--- config.mk ---
export PLATFORM = sky130hd
export DESIGN_NAME = uarx_rx
export DESIGN_NICKNAME = d
export VERILOG_FILES = /design/src/uarx_pkg.sv /design/src/uarx_rx.sv
export VERILOG_INCLUDE_DIRS = /design/src /design/src/src
export SDC_FILE = /design/constraint.sdc
export NUM_CORES = 1
export LEC_CHECK = 0
export BUFFER_PORTS_ARGS = -buffer_cell sky130_fd_sc_hd__buf_2
export CAP_MARGIN = 40
export CORE_MARGIN = 4
export CORE_UTILIZATION = 53
export DETAILED_ROUTE_END_ITERATION = 12
export PLACE_DENSITY = 0.77
export SETUP_SLACK_MARGIN = 0.3
export SLEW_MARGIN = 0
export SYNTH_ARGS = -nofsm -noshare
export SYNTH_HDL_FRONTEND = slang
export SYNTH_SLANG_ARGS = --single-unit
--- constraint.sdc ---
create_clock -name i_mclk -period 2.19 [get_ports i_mclk]
set_clock_uncertainty 0.05 [all_clocks]
set_input_delay 0.438 -clock i_mclk [delete_from_list [all_inputs] [get_ports i_mclk]]
set_output_delay 0.438 -clock i_mclk [all_outputs]
set_load 0.02 [all_outputs]
--- src/uarx_regs.svh ---
// timing and frame constants for the asynchronous receive front end
// assumes a single system clock; no software-visible registers
`ifndef UARX_REGS_SVH
`define UARX_REGS_SVH
`define UARX_OSR_NORMAL     5'h10
`define UARX_OSR_DOUBLE     5'h08
`define UARX_VOTE_A_NORMAL  5'h08
`define UARX_VOTE_A_DOUBLE  5'h04
`define UARX_DBITS_MIN      4'h5
`define UARX_DBITS_MAX      4'ha
`define UARX_DIV_W          12
`endif

--- src/uarx_pkg.sv ---
// types shared by the asynchronous receive front end
// assumes uarx_regs.svh supplies the numeric constants
package uarx_pkg;
    typedef enum logic [1:0] {
        UARX_IDLE,
        UARX_START,
        UARX_BITS
    } uarx_state_t;

    typedef struct packed {
        logic [9:0] data;
        logic       stop_bit_error_flag;
    } uarx_frame_t;
endpackage

--- src/uarx_rx.sv ---
// asynchronous receive front end: start detection, bit timing, majority voting
// assumes a downstream receive buffer that accepts a frame whenever o_frame_valid pulses
//
// Functional notes
// - oversample the line at 16x normally, 8x with double speed select
// - idle high-to-low transition starts detection; first low sample is sample one
// - qualify start with samples 8,9,10 (normal) or 4,5,6 (double)
// - two or more high qualification samples reject start as noise
// - valid start aligns bit timing; alignment repeats every frame
// - per-bit state sequence of 16 or 8 states numbers each sample
// - each data and parity bit is the majority of three centre samples
// - recover bits through first stop bit; further stop bits ignored
// - first stop bit voted; zero sets the stop bit error flag
// - next falling edge accepted right after the last stop voting sample
// - frames carry five to ten data-plus-parity bits
// - stop bit error flag travels with its frame to the buffer
// - clearing receiver enable stops reception, drops frame, flushes buffer
`timescale 1ns/1ps
`include "uarx_regs.svh"

module uarx_rx (
    input  wire logic                     i_mclk,
    input  wire logic                     i_rst_n,
    input  wire logic                     i_rxd,
    input  wire logic                     i_receiver_enable,
    input  wire logic                     i_double_speed_select,
    input  wire logic [`UARX_DIV_W-1:0]   i_baud_divisor,
    input  wire logic [3:0]               i_dbits,
    output logic                          o_frame_valid,
    output uarx_pkg::uarx_frame_t         o_frame,
    output logic                          o_flush,
    output logic                          o_busy
);
    logic                    sync1_r;
    logic                    sync2_r;
    logic                    prev_r;
    logic [`UARX_DIV_W-1:0]  div_r;
    logic                    tick;
    logic [4:0]              samp_r;
    logic [3:0]              bit_r;
    logic [2:0]              votes_r;
    logic [9:0]              shift_r;
    uarx_pkg::uarx_state_t   state_r;
    logic [4:0]              osr;
    logic [4:0]              va;
    logic [3:0]              nbits;
    logic                    majority;
    logic                    in_vote;
    logic                    vote_end;
    logic [4:0]              qual_cnt_r;

    // first stage is read only by the second
    always_ff @(posedge i_mclk or negedge i_rst_n) begin
        if (!i_rst_n) begin
            sync1_r <= 1'b1;
            sync2_r <= 1'b1;
        end else begin
            sync1_r <= i_rxd;
            sync2_r <= sync1_r;
        end
    end

    // oversampling tick; divisor of n gives one tick every n+1 clocks
    always_ff @(posedge i_mclk or negedge i_rst_n) begin
        if (!i_rst_n) begin
            div_r <= '0;
        end else if (!i_receiver_enable || div_r == '0) begin
            div_r <= i_baud_divisor;
        end else begin
            div_r <= div_r - 1'b1;
        end
    end
    assign tick = i_receiver_enable && div_r == '0;

    assign osr = i_double_speed_select ? `UARX_OSR_DOUBLE : `UARX_OSR_NORMAL;
    assign va  = i_double_speed_select ? `UARX_VOTE_A_DOUBLE : `UARX_VOTE_A_NORMAL;
    // out-of-range lengths clamp so a frame always ends
    assign nbits = (i_dbits < `UARX_DBITS_MIN) ? `UARX_DBITS_MIN :
                   (i_dbits > `UARX_DBITS_MAX) ? `UARX_DBITS_MAX : i_dbits;
    assign in_vote  = samp_r >= va && samp_r <= va + 5'h02;
    assign vote_end = samp_r == va + 5'h02;
    // votes_r holds the two earlier centre samples; third is the current one
    assign majority = (votes_r[1] & votes_r[0]) | (votes_r[1] & sync2_r)
                    | (votes_r[0] & sync2_r);

    always_ff @(posedge i_mclk or negedge i_rst_n) begin
        if (!i_rst_n) begin
            prev_r <= 1'b1;
        end else if (tick) begin
            prev_r <= sync2_r;
        end
    end

    always_ff @(posedge i_mclk or negedge i_rst_n) begin
        if (!i_rst_n) begin
            votes_r <= '0;
        end else if (tick && in_vote) begin
            votes_r <= {votes_r[1:0], sync2_r};
        end
    end

    // main sequencer
    always_ff @(posedge i_mclk or negedge i_rst_n) begin
        if (!i_rst_n) begin
            state_r <= uarx_pkg::UARX_IDLE;
            samp_r  <= '0;
            bit_r   <= '0;
            shift_r <= '0;
        end else if (!i_receiver_enable) begin
            state_r <= uarx_pkg::UARX_IDLE;
            samp_r  <= '0;
            bit_r   <= '0;
        end else if (tick) begin
            unique case (state_r)
                uarx_pkg::UARX_IDLE: begin
                    if (prev_r && !sync2_r) begin
                        state_r <= uarx_pkg::UARX_START;
                        samp_r  <= 5'h02;
                    end
                end
                uarx_pkg::UARX_START: begin
                    if (vote_end) begin
                        if (majority) begin
                            state_r <= uarx_pkg::UARX_IDLE;
                        end else begin
                            state_r <= uarx_pkg::UARX_BITS;
                            bit_r   <= '0;
                        end
                    end
                    // count to the end of the start bit, then restart at 1
                    samp_r <= (samp_r == osr) ? 5'h01 : samp_r + 5'h01;
                end
                uarx_pkg::UARX_BITS: begin
                    // wrap at the end of the start bit and of each data bit: state returns to 1 after osr
                    if (samp_r == osr) begin
                        samp_r <= 5'h01;
                    end else begin
                        samp_r <= samp_r + 5'h01;
                    end
                    if (vote_end) begin
                        if (bit_r == nbits) begin
                            state_r <= uarx_pkg::UARX_IDLE;
                        end else begin
                            shift_r <= {majority, shift_r[9:1]};
                            bit_r   <= bit_r + 4'h1;
                        end
                    end
                end
                default: state_r <= uarx_pkg::UARX_IDLE;
            endcase
        end
    end

    // assertion helper: sample number of a start under qualification, counted apart
    // from samp_r so that a wrong vote point in the sequencer cannot hide itself
    always_ff @(posedge i_mclk or negedge i_rst_n) begin
        if (!i_rst_n) begin
            qual_cnt_r <= 5'h02;
        end else if (state_r != uarx_pkg::UARX_START) begin
            qual_cnt_r <= 5'h02;
        end else if (tick) begin
            qual_cnt_r <= qual_cnt_r + 5'h01;
        end
    end

    // frame handed to the buffer at the stop vote, data right aligned
    always_ff @(posedge i_mclk or negedge i_rst_n) begin
        if (!i_rst_n) begin
            o_frame_valid <= 1'b0;
            o_frame       <= '0;
        end else begin
            o_frame_valid <= 1'b0;
            if (i_receiver_enable && tick && state_r == uarx_pkg::UARX_BITS
                    && vote_end && bit_r == nbits) begin
                o_frame_valid                <= 1'b1;
                o_frame.data                 <= shift_r >> (4'ha - nbits);
                o_frame.stop_bit_error_flag  <= ~majority;
            end
        end
    end

    always_ff @(posedge i_mclk or negedge i_rst_n) begin
        if (!i_rst_n) begin
            o_flush <= 1'b1;
            o_busy  <= 1'b0;
        end else begin
            o_flush <= ~i_receiver_enable;
            o_busy  <= i_receiver_enable && state_r != uarx_pkg::UARX_IDLE;
        end
    end

    chk_noise_reject: assert property (@(posedge i_mclk) disable iff (!i_rst_n)
        (i_receiver_enable && tick && state_r == uarx_pkg::UARX_START && vote_end && majority)
        |=> state_r == uarx_pkg::UARX_IDLE)
        else $error("noise start not rejected");
    chk_stop_flag: assert property (@(posedge i_mclk) disable iff (!i_rst_n)
        (i_receiver_enable && tick && state_r == uarx_pkg::UARX_BITS && vote_end
         && bit_r == nbits) |=> o_frame_valid && o_frame.stop_bit_error_flag == $past(~majority))
        else $error("stop flag wrong");
    chk_disable_idle: assert property (@(posedge i_mclk) disable iff (!i_rst_n)
        !i_receiver_enable |=> state_r == uarx_pkg::UARX_IDLE && o_flush)
        else $error("disable did not abort");
    chk_samp_range: assert property (@(posedge i_mclk) disable iff (!i_rst_n)
        state_r != uarx_pkg::UARX_IDLE |-> samp_r >= 5'h01 && samp_r <= osr)
        else $error("sample state out of range");
    chk_start_begin: assert property (@(posedge i_mclk) disable iff (!i_rst_n)
        (i_receiver_enable && tick && state_r == uarx_pkg::UARX_IDLE && prev_r && !sync2_r)
        |=> state_r == uarx_pkg::UARX_START && samp_r == 5'h02)
        else $error("start not detected");
    chk_valid_pulse: assert property (@(posedge i_mclk) disable iff (!i_rst_n)
        o_frame_valid |=> !o_frame_valid)
        else $error("frame valid longer than one cycle");
    chk_vote_window: assert property (@(posedge i_mclk) disable iff (!i_rst_n)
        (i_receiver_enable && tick && state_r == uarx_pkg::UARX_START
         && qual_cnt_r == va + 5'h02) |=> state_r != uarx_pkg::UARX_START)
        else $error("start vote at wrong sample");
    chk_bits_bound: assert property (@(posedge i_mclk) disable iff (!i_rst_n)
        bit_r <= `UARX_DBITS_MAX)
        else $error("bit count beyond frame");

    cov_frame_ok:  cover property (@(posedge i_mclk) o_frame_valid && !o_frame.stop_bit_error_flag);
    cov_frame_err: cover property (@(posedge i_mclk) o_frame_valid && o_frame.stop_bit_error_flag);
    cov_noise:     cover property (@(posedge i_mclk) tick && state_r == uarx_pkg::UARX_START
                                   && vote_end && majority);
    cov_double:    cover property (@(posedge i_mclk) o_frame_valid && i_double_speed_select);
endmodule

# ---- Word-level counts from Yosys, hierarchy flattened
# Cells that the tools add are included.
dict set report totals {
  register_bits 52
  in_bits 21
  output_inout_bits 14
  elab_cells 92
}
dict set report op_classes {
  addsub 5
  n_lt_le_gt_ge 4
  eq_ne 14
  shifts 1
  mux 26
  n_bitwise 8
  reduce_logical 20
}
# op n
set op_table {}
lappend op_table {{4-bit two-way mux} 9}
lappend op_table {{5-bit two-way mux} 5}
lappend op_table {{3-bit inequality test, second input constant} 6}
lappend op_table {{2-bit two-way mux} 7}
lappend op_table {{12-bit logical NOT} 1}
lappend op_table {{12-bit two-way mux} 1}
lappend op_table {{12-bit by 1-bit subtractor with 12-bit output, second input constant} 1}
lappend op_table {{5-bit equality test} 2}
lappend op_table {{5-bit case mux with 2 select lines} 1}
lappend op_table {{5-bit AND reduction} 2}
lappend op_table {{10-bit by 4-bit right shift with 10-bit output} 1}
lappend op_table {{1-bit logical AND} 9}
lappend op_table {{4-bit case mux with 2 select lines} 1}
lappend op_table {{2-bit case mux with 3 select lines} 1}
lappend op_table {{6-bit AND reduction} 1}
lappend op_table {{4-bit by 2-bit adder with 5-bit output, second input constant} 1}
lappend op_table {{5-bit by 1-bit adder with 5-bit output, second input constant} 1}
lappend op_table {{5-bit by 4-bit >= comparator with 1-bit output} 1}
lappend op_table {{5-bit <= comparator} 1}
lappend op_table {{4-bit by 1-bit adder with 4-bit output, second input constant} 1}
lappend op_table {{4-bit equality test} 1}
lappend op_table {{4-bit > comparator, second input constant} 1}
lappend op_table {{4-bit by 3-bit less-than comparator with 1-bit output, second input constant} 1}
lappend op_table {{4-bit subtractor, first input constant} 1}
lappend op_table {{other kinds (15)} 21}

# ---- Longest topological paths before layout
# Gate-level depths: netlist (run 1).
dict set report depth {
  word_depth 9
  mapped_depth 13
  depth_no_buf 11
}

# ---- Worst setup path before layout (run 1)
# No wires, ideal clock.
dict set report synth_path {
  path_type {in2reg}
  start {input i_dbits[1]}
  end {register o_frame[1] in the netlist's numbering}
  setup_time_ns 0.078
  arrival_time_ns 2.765
  required_time_ns 2.062
  setup_slack_ns -0.703
  path_stages 11
  path_buffers 2
  cell_sequence {buf_2 > nor2b_1 > o21ai_0 > nand2_1 > inv_1 > ha_1 > xor2_2 > buf_2 > mux2i_1 > mux4_2 > a21oi_1}
}
dict set report synth_via {
  elab_chain_cells 5
  elab_cells_between_ends 8
  cone_classes {add/sub: 1; order compare: 2; eq/ne: 1; shift: 1; mux: 2; reduce/logical: 1}
}
# item line
set synth_lines {}
lappend synth_lines {{from (decl)} uarx_rx.sv:28} ;# input wire logic [3:0] i_dbits,
lappend synth_lines {{4-bit > comparator (no line)} n/a}
lappend synth_lines {{4-bit two-way mux} uarx_rx.sv:79} ;# (i_dbits > `UARX_DBITS_MAX) ? `UARX_DBITS_MAX : i_dbits;
lappend synth_lines {{4-bit two-way mux (*)} uarx_rx.sv:78} ;# assign nbits = (i_dbits < `UARX_DBITS_MIN) ? `UARX_DBITS_MIN :
lappend synth_lines {{4-bit subtractor or 4-bit equality test (tied branches)} {uarx_rx.sv:176, uarx_rx.sv:174}}
lappend synth_lines {{10-bit by 4-bit right shift with 10-bit output or 1-bit logical AND (tied branches)} {uarx_rx.sv:176, uarx_rx.sv:174}}
lappend synth_lines {{to (decl)} uarx_rx.sv:30} ;# output uarx_pkg::uarx_frame_t o_frame,
# Every way passes the cells marked *; elsewhere a longest branch is shown, timed or not.
# A chain may end at the register's enable or synchronous reset.

# ---- Worst setup path in the final report (run 1)
dict set report layout_path {
  start {register div_r[8]}
  end {register bit_r[1]}
}
dict set report layout_via {
  elab_chain_cells 4
}
# item line
set layout_lines {}
lappend layout_lines {{from (decl)} uarx_rx.sv:37} ;# logic [`UARX_DIV_W-1:0] div_r;
lappend layout_lines {{from (signal assigned)} uarx_rx.sv:68} ;# div_r <= i_baud_divisor;
lappend layout_lines {{from (signal assigned)} uarx_rx.sv:70} ;# div_r <= div_r - 1'b1;
lappend layout_lines {{12-bit logical NOT} uarx_rx.sv:73} ;# assign tick = i_receiver_enable && div_r == '0;
lappend layout_lines {{1-bit logical AND} uarx_rx.sv:73}
lappend layout_lines {{2-bit by 1-bit inequality test with 1-bit output (no line)} n/a}
lappend layout_lines {{6-bit AND reduction (no line)} n/a}
lappend layout_lines {{to (signal assigned)} uarx_rx.sv:145} ;# bit_r <= bit_r + 4'h1;
lappend layout_lines {{to (decl)} uarx_rx.sv:40} ;# logic [3:0] bit_r;
# No other way between the ends.

==> results of run 1 <==
==> logic make-up (layout without fill, tap and decap cells) <==
logic type,Yosys count,after routing,share of synthesized area
mux,43,43,0.153
flops,52,52,0.418
xor+xnor,11,11,0.0333
fa+ha+maj,14,14,0.0553
compound gates,64,65,0.138
buf+inv,31,116,0.0401
simple gates,95,95,0.162
==> synthesized netlist by cell type (2+ instances only) <==
cell,n
dfrtp_1,48
nor2_1,10
o211ai_1,10
or3_1,2
o21ai_1,2
mux2i_1,17
clkbuf_1,6
nor3_1,8
a21oi_1,8
xnor2_1,6
nand4b_1,2
nor4_1,2
nand3b_1,8
nand2_1,33
o21a_1,4
inv_1,19
nor4b_1,2
and3_1,2
o311ai_2,2
ha_1,13
buf_2,4
a211oi_1,4
nand2b_1,2
nor2b_1,6
mux2_2,6
o21ai_0,22
o32ai_1,2
a21o_1,2
mux2_1,18
dfstp_2,4
nand3_1,8
xor2_1,4
nor2_2,2
==> area by class of cell <==
class	count	area, sq um
multi-input cells	228	2050
flip-flops and latches	52	1310
fillers	398	1290
repair buffers	90	674
well taps	72	90.1
inverters	19	71.3
clock buffers	5	68.8
clock inverters	2	60.1
==> worst paths after layout <==
| check | end |
|---|---|
| worst min register to register | sync2_r |
| max in group asynchronous | o_flush |
| worst max register to register | bit_r[1] |
| worst min-delay path | state_r[0] |
| worst max-delay path | bit_r[1] |
| min in group i_mclk | sync1_r |
==> worst max-delay path: cells and delay by family (launching register included) <==
kind | cells | cell delay, ns
DFF | 1 | 0.39
and+or+nand+nor | 3 | 1.07
muxes | 1 | 0.33
AOI/OAI and AO/OA | 2 | 0.37
==> stage by stage <==
stage | worst slack [ns] | std cells | instance area [sq um] | power [uW] | hold WS [ns]
after floorplan | -0.199 | 310 | 3370 | 1250 | 0.0924
after global placement | -0.209 | 452 | 3910 | 1370 | 0.296
after detailed placement | -0.275 | 452 | 3910 | 1380 | 0.303
after CTS | -0.0616 | 465 | 4210 | 2160 | 0.0338
after global routing | -0.158 | 468 | 4320 | 2260 | 0.0516
final | -0.0867 | 468 | 4320 | 2170 | 0.0290
==> power by group <==
| group | internal [uW] | switching [uW] |
|---|---|---|
| clock network | 450 | 321 |
| registers | 995 | 27.2 |
| logic | 192 | 188 |
| total | 1640 | 535 |
==> what timing repair did <==
item / CTS / global route
pin swaps: 6 / 12
gates cloned: 2 / 0
gates resized for setup: 26 / 17
hold endpoints to repair: 0 / 0
setup buffers: 4 / 3
hold buffers: 0 / 0
setup endpoints to repair: 47 / 47
==> layer usage <==
layer	GRT usage	up-vias
met3	0.0432	15
met4	0.0719	0
li1	-	1293
met5	0	-
met1	0.268	1262
met2	0.371	50
==> flip-flops by register name, indices dropped and copies added, names as in the netlist <==
signal	cells
bit_r	4
o_flush	1
o_busy	1
votes_r	2
prev_r	1
state_r	2
shift_r	10
sync2_r	1
o_frame_valid	1
o_frame	11
samp_r	5
div_r	12
sync1_r	1
==> impl_summary.log, run 1 <==
INFO  metric outcome = complete, but fails checks
INFO  metric failed_checks = negative setup slack
INFO  metric syn_inst = 310
INFO  metric ys_seq_area_frac = 0.418
INFO  metric grt_first_pass_wirelength = 12.5 mm
INFO  metric timing.critical_path.cells = or4_4 -> or3b_4 -> a211oi_4 -> o311ai_4 -> mux2_4 -> nor2_2
INFO  metric die_area = 0.00718 sq mm
INFO  metric numCtsBuffers = 5
INFO  metric place_hpwl = 5.41 mm
INFO  metric max_slew_margin = 0.618
INFO  metric commonest_cells_after_routing_fill_and_taps_aside = dfrtp_1 (47), buf_4 (46), buf_2 (32)
INFO  metric wl_met1 = 3.13 mm
INFO  metric gp_congestion = 0.837
INFO  metric grt_antenna_before_repair = 0
INFO  metric drcViolationCount = 0
INFO  metric class_of_the_tightest_hold_or_removal_check = input port to async pin
INFO  metric synth_area_leaders = dfrtp_1 (38%), mux2_1 (6.5%), mux2i_1 (5.4%)
INFO  metric global_route.overflow_total = 0
INFO  metric power.leakage = 0.00198 uW
INFO  metric rsz0062_at_grt = yes
INFO  metric placementRows = 27
INFO  metric cp-end-kind = flip-flop
INFO  metric met2_wire_length = 3.90 mm
INFO  metric period_minus_ws_final = 2.28 ns
INFO  metric maxSlewViolCount = 0
INFO  metric regToRegStartpoint = div_r[8]
INFO  metric max_slew.worst_pin.slew = 0.570 ns
INFO  metric largest_net_degree_at_the_start_of_global_routing = 34
INFO  metric design.core.area = 0.00561 sq mm
INFO  metric viasPerCell = 5.60
INFO  metric final_min_period_over_clock_period = 1.04
INFO  metric die_y = 84.8 um
INFO  metric routed_wirelength = 7.41 mm
INFO  metric synthesis.area = 0.00312 sq mm
INFO  metric irDropWorstVdd = 0.349 mV
INFO  metric portBuffers = 34
INFO  metric antennaDiodeCount = 0
INFO  metric wl_met3 = 246 um
INFO  metric worstSetupStartpointType = flip-flop
INFO  metric grtUsageTotal = 0.215
INFO  metric max_cap_violations = 0
INFO  metric synth_cell_types = 55
INFO  metric worst_path_largest_cell_delay = 0.57 ns
INFO  metric postRouteAntennaNets = 0
INFO  metric worstSkewPairLatency = 0.31 ns
INFO  metric drt_pass1_iterations = 4
INFO  metric start_util = 0.557
INFO  metric nNetsFinal = 430
INFO  metric floorplan.die.width = 84.8 um
INFO  metric tns = -0.754 ns
INFO  metric clk_pin_slew = 0.09 ns
INFO  metric max_freq = 0.439 GHz
INFO  metric postLayoutSetupSlackWorst = -0.0867 ns
INFO  metric netlist.top_cell.by_area = dfrtp_1
INFO  metric worst_path_max_delay_cell = or4_4
INFO  metric async_flop_share = 1.00
INFO  metric synth_enable_flop_cells = 0
INFO  metric crit_path_from = div_r[8]
INFO  metric detailed_route_wire_length_per_cell = 15.8 um
INFO  metric reg2reg_depth = 6
INFO  metric cts_buffer_depth = 2
INFO  metric num_io_pins = 35
INFO  metric worst_ep_arrival_time = 2.48 ns
INFO  metric final_layout_size_suffix_gt1_frac = 0.434
INFO  metric route.vias.total = 2620
INFO  metric via_count_of_the_first_global_routing_pass = 2728
INFO  metric synth.ff_latch_count = 52
INFO  metric syn2layout_area_growth = 38.4%
INFO  metric net_count_after_synthesis = 344
INFO  metric root_buffer = clkbuf_8
INFO  metric postLayoutCoreUtil = 0.771
INFO  metric topRoutingLayerUsed = met4
INFO  metric cp_data_required_time = 2.39 ns
INFO  metric cts_htree_levels = 2
INFO  metric setup_viol = 14
INFO  metric critical_path.max_fanout = 4
INFO  metric postSynthAreaPerCell = 10.1 sq um
INFO  metric drt_first_iter_violations = 122
INFO  metric hold_violations = 0
INFO  metric cell_area_power_density = 503 mW/mm^2
INFO  metric timing.reg2reg.setup_slack = -0.09 ns
INFO  metric clkSinkCount = 52
INFO  metric post-synth-top-area-fraction = 0.385
INFO  metric leading_cell_type_in_the_layout_fill_and_taps_excluded = dfrtp_1
INFO  metric tritoncts_clock_tree = yes
INFO  metric yosys_warnings = 0
INFO  metric setup.worst_path.class = flip-flop to flip-flop
INFO  metric dominantRegCellSynth = dfrtp_1
(Power assumes the default switching activity.)
==> inputs of run 2 (changes only) <==
--- a/config.mk
+++ b/config.mk
@@ -9,9 +9,10 @@
 export BUFFER_PORTS_ARGS = -buffer_cell sky130_fd_sc_hd__buf_2
 export CAP_MARGIN = 40
 export CORE_MARGIN = 4
-export CORE_UTILIZATION = 53
+export CORE_UTILIZATION = 54
+export CTS_BUF_LIST = sky130_fd_sc_hd__clkbuf_2
 export DETAILED_ROUTE_END_ITERATION = 12
-export PLACE_DENSITY = 0.77
+export PLACE_DENSITY = 0.78
 export SETUP_SLACK_MARGIN = 0.3
 export SLEW_MARGIN = 0
 export SYNTH_ARGS = -nofsm -noshare
==> run 2 against run 1 <==
  * The run still ends with negative setup slack left
  * Fmax fell by 0.92%
  * Non-clock buffer count increased by 4
  * Combinational power increased by 8.2%
  * Cell area is 2.9% higher
  * Count of clock-buffer cells in the layout rose by 1
  * Via count increased by 5.0%
  * Sequential share of layout area decreased by 0.84 points
  * Total power is 10% lower
  * First-iteration DRC count up 0.82%
  * Worst setup slack got worse by 0.021 ns
  * Flip-flop and latch count did not move
  * Cell count up 1.3%
  * Critical endpoint unchanged
  * Highest routed layer unchanged
==> impl_summary.log, run 2 (synthesis results as in run 1) <==
INFO  metric portBuffers = 34 (unchanged)
INFO  metric registers.top_by_ff_count = div_r
INFO  metric design.core.area = 0.00557 sq mm (-0.60%)
INFO  metric gp_congestion = 0.849 (+1.5%)
INFO  metric cp-end-kind = flip-flop
INFO  metric timing.critical_path.cells = ha_4 -> nand2_4 -> or4b_4 -> a211oi_4 -> o311ai_4 -> mux2_4 -> nor2_2
INFO  metric global_route.overflow_total = 0 (unchanged)
INFO  metric cts_buffer_depth = 2 (unchanged)
INFO  metric critical_path.max_fanout = 4 (unchanged)
INFO  metric max_slew.worst_pin.slew = 0.561 ns (-0.00905 ns)
INFO  metric max_freq = 0.435 GHz (-0.92%)
INFO  metric setup.worst_path.class = flip-flop to flip-flop
INFO  metric numCtsBuffers = 5 (unchanged)
INFO  metric drcViolationCount = 0 (unchanged)
INFO  metric routed_wirelength = 8.25 mm (+11%)
INFO  metric seq_power_share = 0.527 (+0.056)
INFO  metric largest_net_degree_at_the_start_of_global_routing = 30 (-12%)
INFO  metric leading_cell_type_in_the_layout_fill_and_taps_excluded = dfrtp_1
INFO  metric worst_ep_arrival_time = 2.66 ns (+0.18 ns)
INFO  metric cts_htree_levels = 2 (unchanged)
INFO  metric floorplan.die.width = 84.1 um (-0.84%)
INFO  metric syn2layout_area_growth = 42.3%
INFO  metric drt_first_iter_violations = 123 (+0.82%)
INFO  metric final_min_period_over_clock_period = 1.05 (+0.00961)
INFO  metric critPathTopFamily = simple AND/OR/NAND/NOR gates
INFO  metric route.vias.total = 2752 (+5.0%)
INFO  metric worstReg2RegEnd = bit_r[1]
INFO  metric num_io_pins = 35 (unchanged)
INFO  metric rsz0062_at_grt = yes
INFO  metric root_buffer = clkbuf_2
INFO  metric regToRegStartpoint = samp_r[2]
INFO  metric clkSinkCount = 52 (unchanged)
INFO  metric worst_path_max_delay_cell = or4b_4
INFO  metric hold_violations = 0 (unchanged)
INFO  metric maxSlewViolCount = 0 (unchanged)
INFO  metric wl_met3 = 321 um (+30%)
INFO  metric cp_data_required_time = 2.55 ns (+0.16 ns)
INFO  metric worstSkewPairLatency = 0.45 ns (+0.14 ns)
INFO  metric antennaDiodeCount = 0 (unchanged)
INFO  metric worst_path_largest_cell_delay = 0.55 ns (-0.02 ns)
INFO  metric grtUsageTotal = 0.229 (+0.0140)
INFO  metric max_cap_violations = 0 (unchanged)
INFO  metric power_switching = 555 uW (+3.7%)
INFO  metric timing.reg2reg.setup_slack = -0.11 ns (-0.02 ns)
INFO  metric drt_pass1_iterations = 4 (unchanged)
INFO  metric start_util = 0.560 (+0.00338)
INFO  metric detailed_route_wire_length_per_cell = 17.4 um (+9.9%)
INFO  metric final_layout_size_suffix_gt1_frac = 0.502 (+0.0681)
INFO  metric clk_pin_slew = 0.26 ns (+0.17 ns)
INFO  metric tritoncts_clock_tree = yes
INFO  metric commonest_cells_after_routing_fill_and_taps_aside = dfrtp_1 (47), buf_4 (46), buf_2 (34)
INFO  metric fin_total_pwr = 1950 uW (-10%)
INFO  metric place_hpwl = 5.24 mm (-3.2%)
INFO  metric setup_viol = 25 (+11)
INFO  metric fillCellCount = 352 (-12%)
INFO  metric die_area = 0.00706 sq mm (-1.7%)
INFO  metric irDropWorstVdd = 0.365 mV (+4.4%)
INFO  metric clkPwrFrac = 0.262 (-0.093)
INFO  metric die_y = 84.1 um (-0.84%)
INFO  metric failed_checks = negative setup slack
INFO  metric postRouteAntennaNets = 0 (unchanged)
INFO  metric power_switching_share = 0.285 (+0.0381)
INFO  metric class_of_the_tightest_hold_or_removal_check = input port to flip-flop
INFO  metric share_comb_of_total_power = 0.211 (+0.036)
INFO  metric grt_antenna_before_repair = 0 (unchanged)
INFO  metric viasPerCell = 5.81 (+3.7%)
INFO  metric met2_wire_length = 4.40 mm (+13%)
INFO  metric worstSetupStartpointType = flip-flop
INFO  metric largest_register_ff_count = 12 (unchanged)
INFO  metric reg2reg_depth = 7 (+1)
INFO  metric via_count_of_the_first_global_routing_pass = 2807 (+2.9%)
INFO  metric postLayoutSetupSlackWorst = -0.108 ns (-0.0211 ns)
INFO  metric critical_path_buf_inv_count = 0 (unchanged)
INFO  metric timing.critical_path.to = bit_r[1]
INFO  metric period_minus_ws_final = 2.30 ns (+0.0211 ns)
INFO  metric crit_path_from = samp_r[2]
INFO  metric grt_first_pass_wirelength = 13.1 mm (+5.1%)
INFO  metric nNetsFinal = 435 (+1.2%)
INFO  metric power_report.internal_total = 1400 uW (-15%)
INFO  metric placementRows = 27 (unchanged)
INFO  metric topRoutingLayerUsed = met4
INFO  metric cell_area_power_density = 439 mW/mm^2 (-13%)
INFO  metric outcome = complete, but fails checks
INFO  metric wl_met1 = 3.34 mm (+6.8%)
INFO  metric top_regs = div_r (12), o_frame (11), shift_r (10)
INFO  metric dp_slack = -0.296 ns (-0.0211 ns)
INFO  metric total_number_of_cells_along_the_worst_setup_path = 7 (+1)
INFO  metric power.leakage = 0.00204 uW (+3.2%)
INFO  metric max_slew_margin = 0.626 (+0.00771)
==> run 2: metal layers <==
layer | GRT usage | vias up
li1 | - | 1307
met1 | 0.268 | 1358
met2 | 0.420 | 68
met3 | 0.0365 | 19
met4 | 0.0775 | 0
met5 | 0 | -
==> run 2: worst min-delay path, cell delays in order <==
cell and delay (ns):
buf_2 0.08, nand2_2 0.04, o21ai_2 0.04
==> run 2: through the flow <==
step           area [sq um]  hold WS [ns]   util  TNS [ns]  instances
2_1_floorplan          3370        0.0924      -     -2.14        310
4_1_cts                4210        0.0999  0.756     -1.09        469
6_report               4450         0.117  0.798     -1.73        474
5_1_grt                4450        0.0852  0.798     -3.02        474
3_3_place_gp           3900         0.297  0.699     -4.48        451
3_5_place_dp           3900         0.298  0.699     -5.81        451
==> run 2: timing repair <==
action / in CTS / in global routing
hold buffers: 2 / 0
pin swaps: 7 / 9
hold endpoints to repair: 20 / 0
resized for setup: 32 / 50
setup endpoints to repair: 47 / 47
cloned: 3 / 2
setup buffers: 5 / 3
==> run 2: power by group through the flow <==
stage | registers [uW] | clock network, uW | logic, uW
2_1_floorplan | 1040 | 0 | 205
3_3_place_gp | 1040 | 0 | 331
5_1_grt | 1030 | 552 | 449
3_5_place_dp | 1040 | 0 | 341
6_report | 1030 | 512 | 411
4_1_cts | 1020 | 509 | 358
==> run 2: cell type report <==
cell class	count	area, sq um	share of cell area
repair buffers	94	719	0.162
well taps	72	90.1	0.0203
flip-flops and latches	52	1310	0.294
inverters	19	71.3	0.0160
clock inverters	2	35.0	0.00788
clock buffers	6	30.0	0.00675
multi-input cells	229	2190	0.493
==> run 2: worst min-delay path by stage <==
| stage | end | cells after the start | start |
|---|---|---|---|
| floorplan | bit_r[0] | 0 | i_rst_n |
| global placement | sync2_r | 0 | sync1_r |
| detailed placement | sync2_r | 0 | sync1_r |
| CTS | div_r[0] | 3 | i_baud_divisor[0] |
| global route | div_r[6] | 3 | i_baud_divisor[6] |
| finish | div_r[10] | 3 | i_baud_divisor[10] |
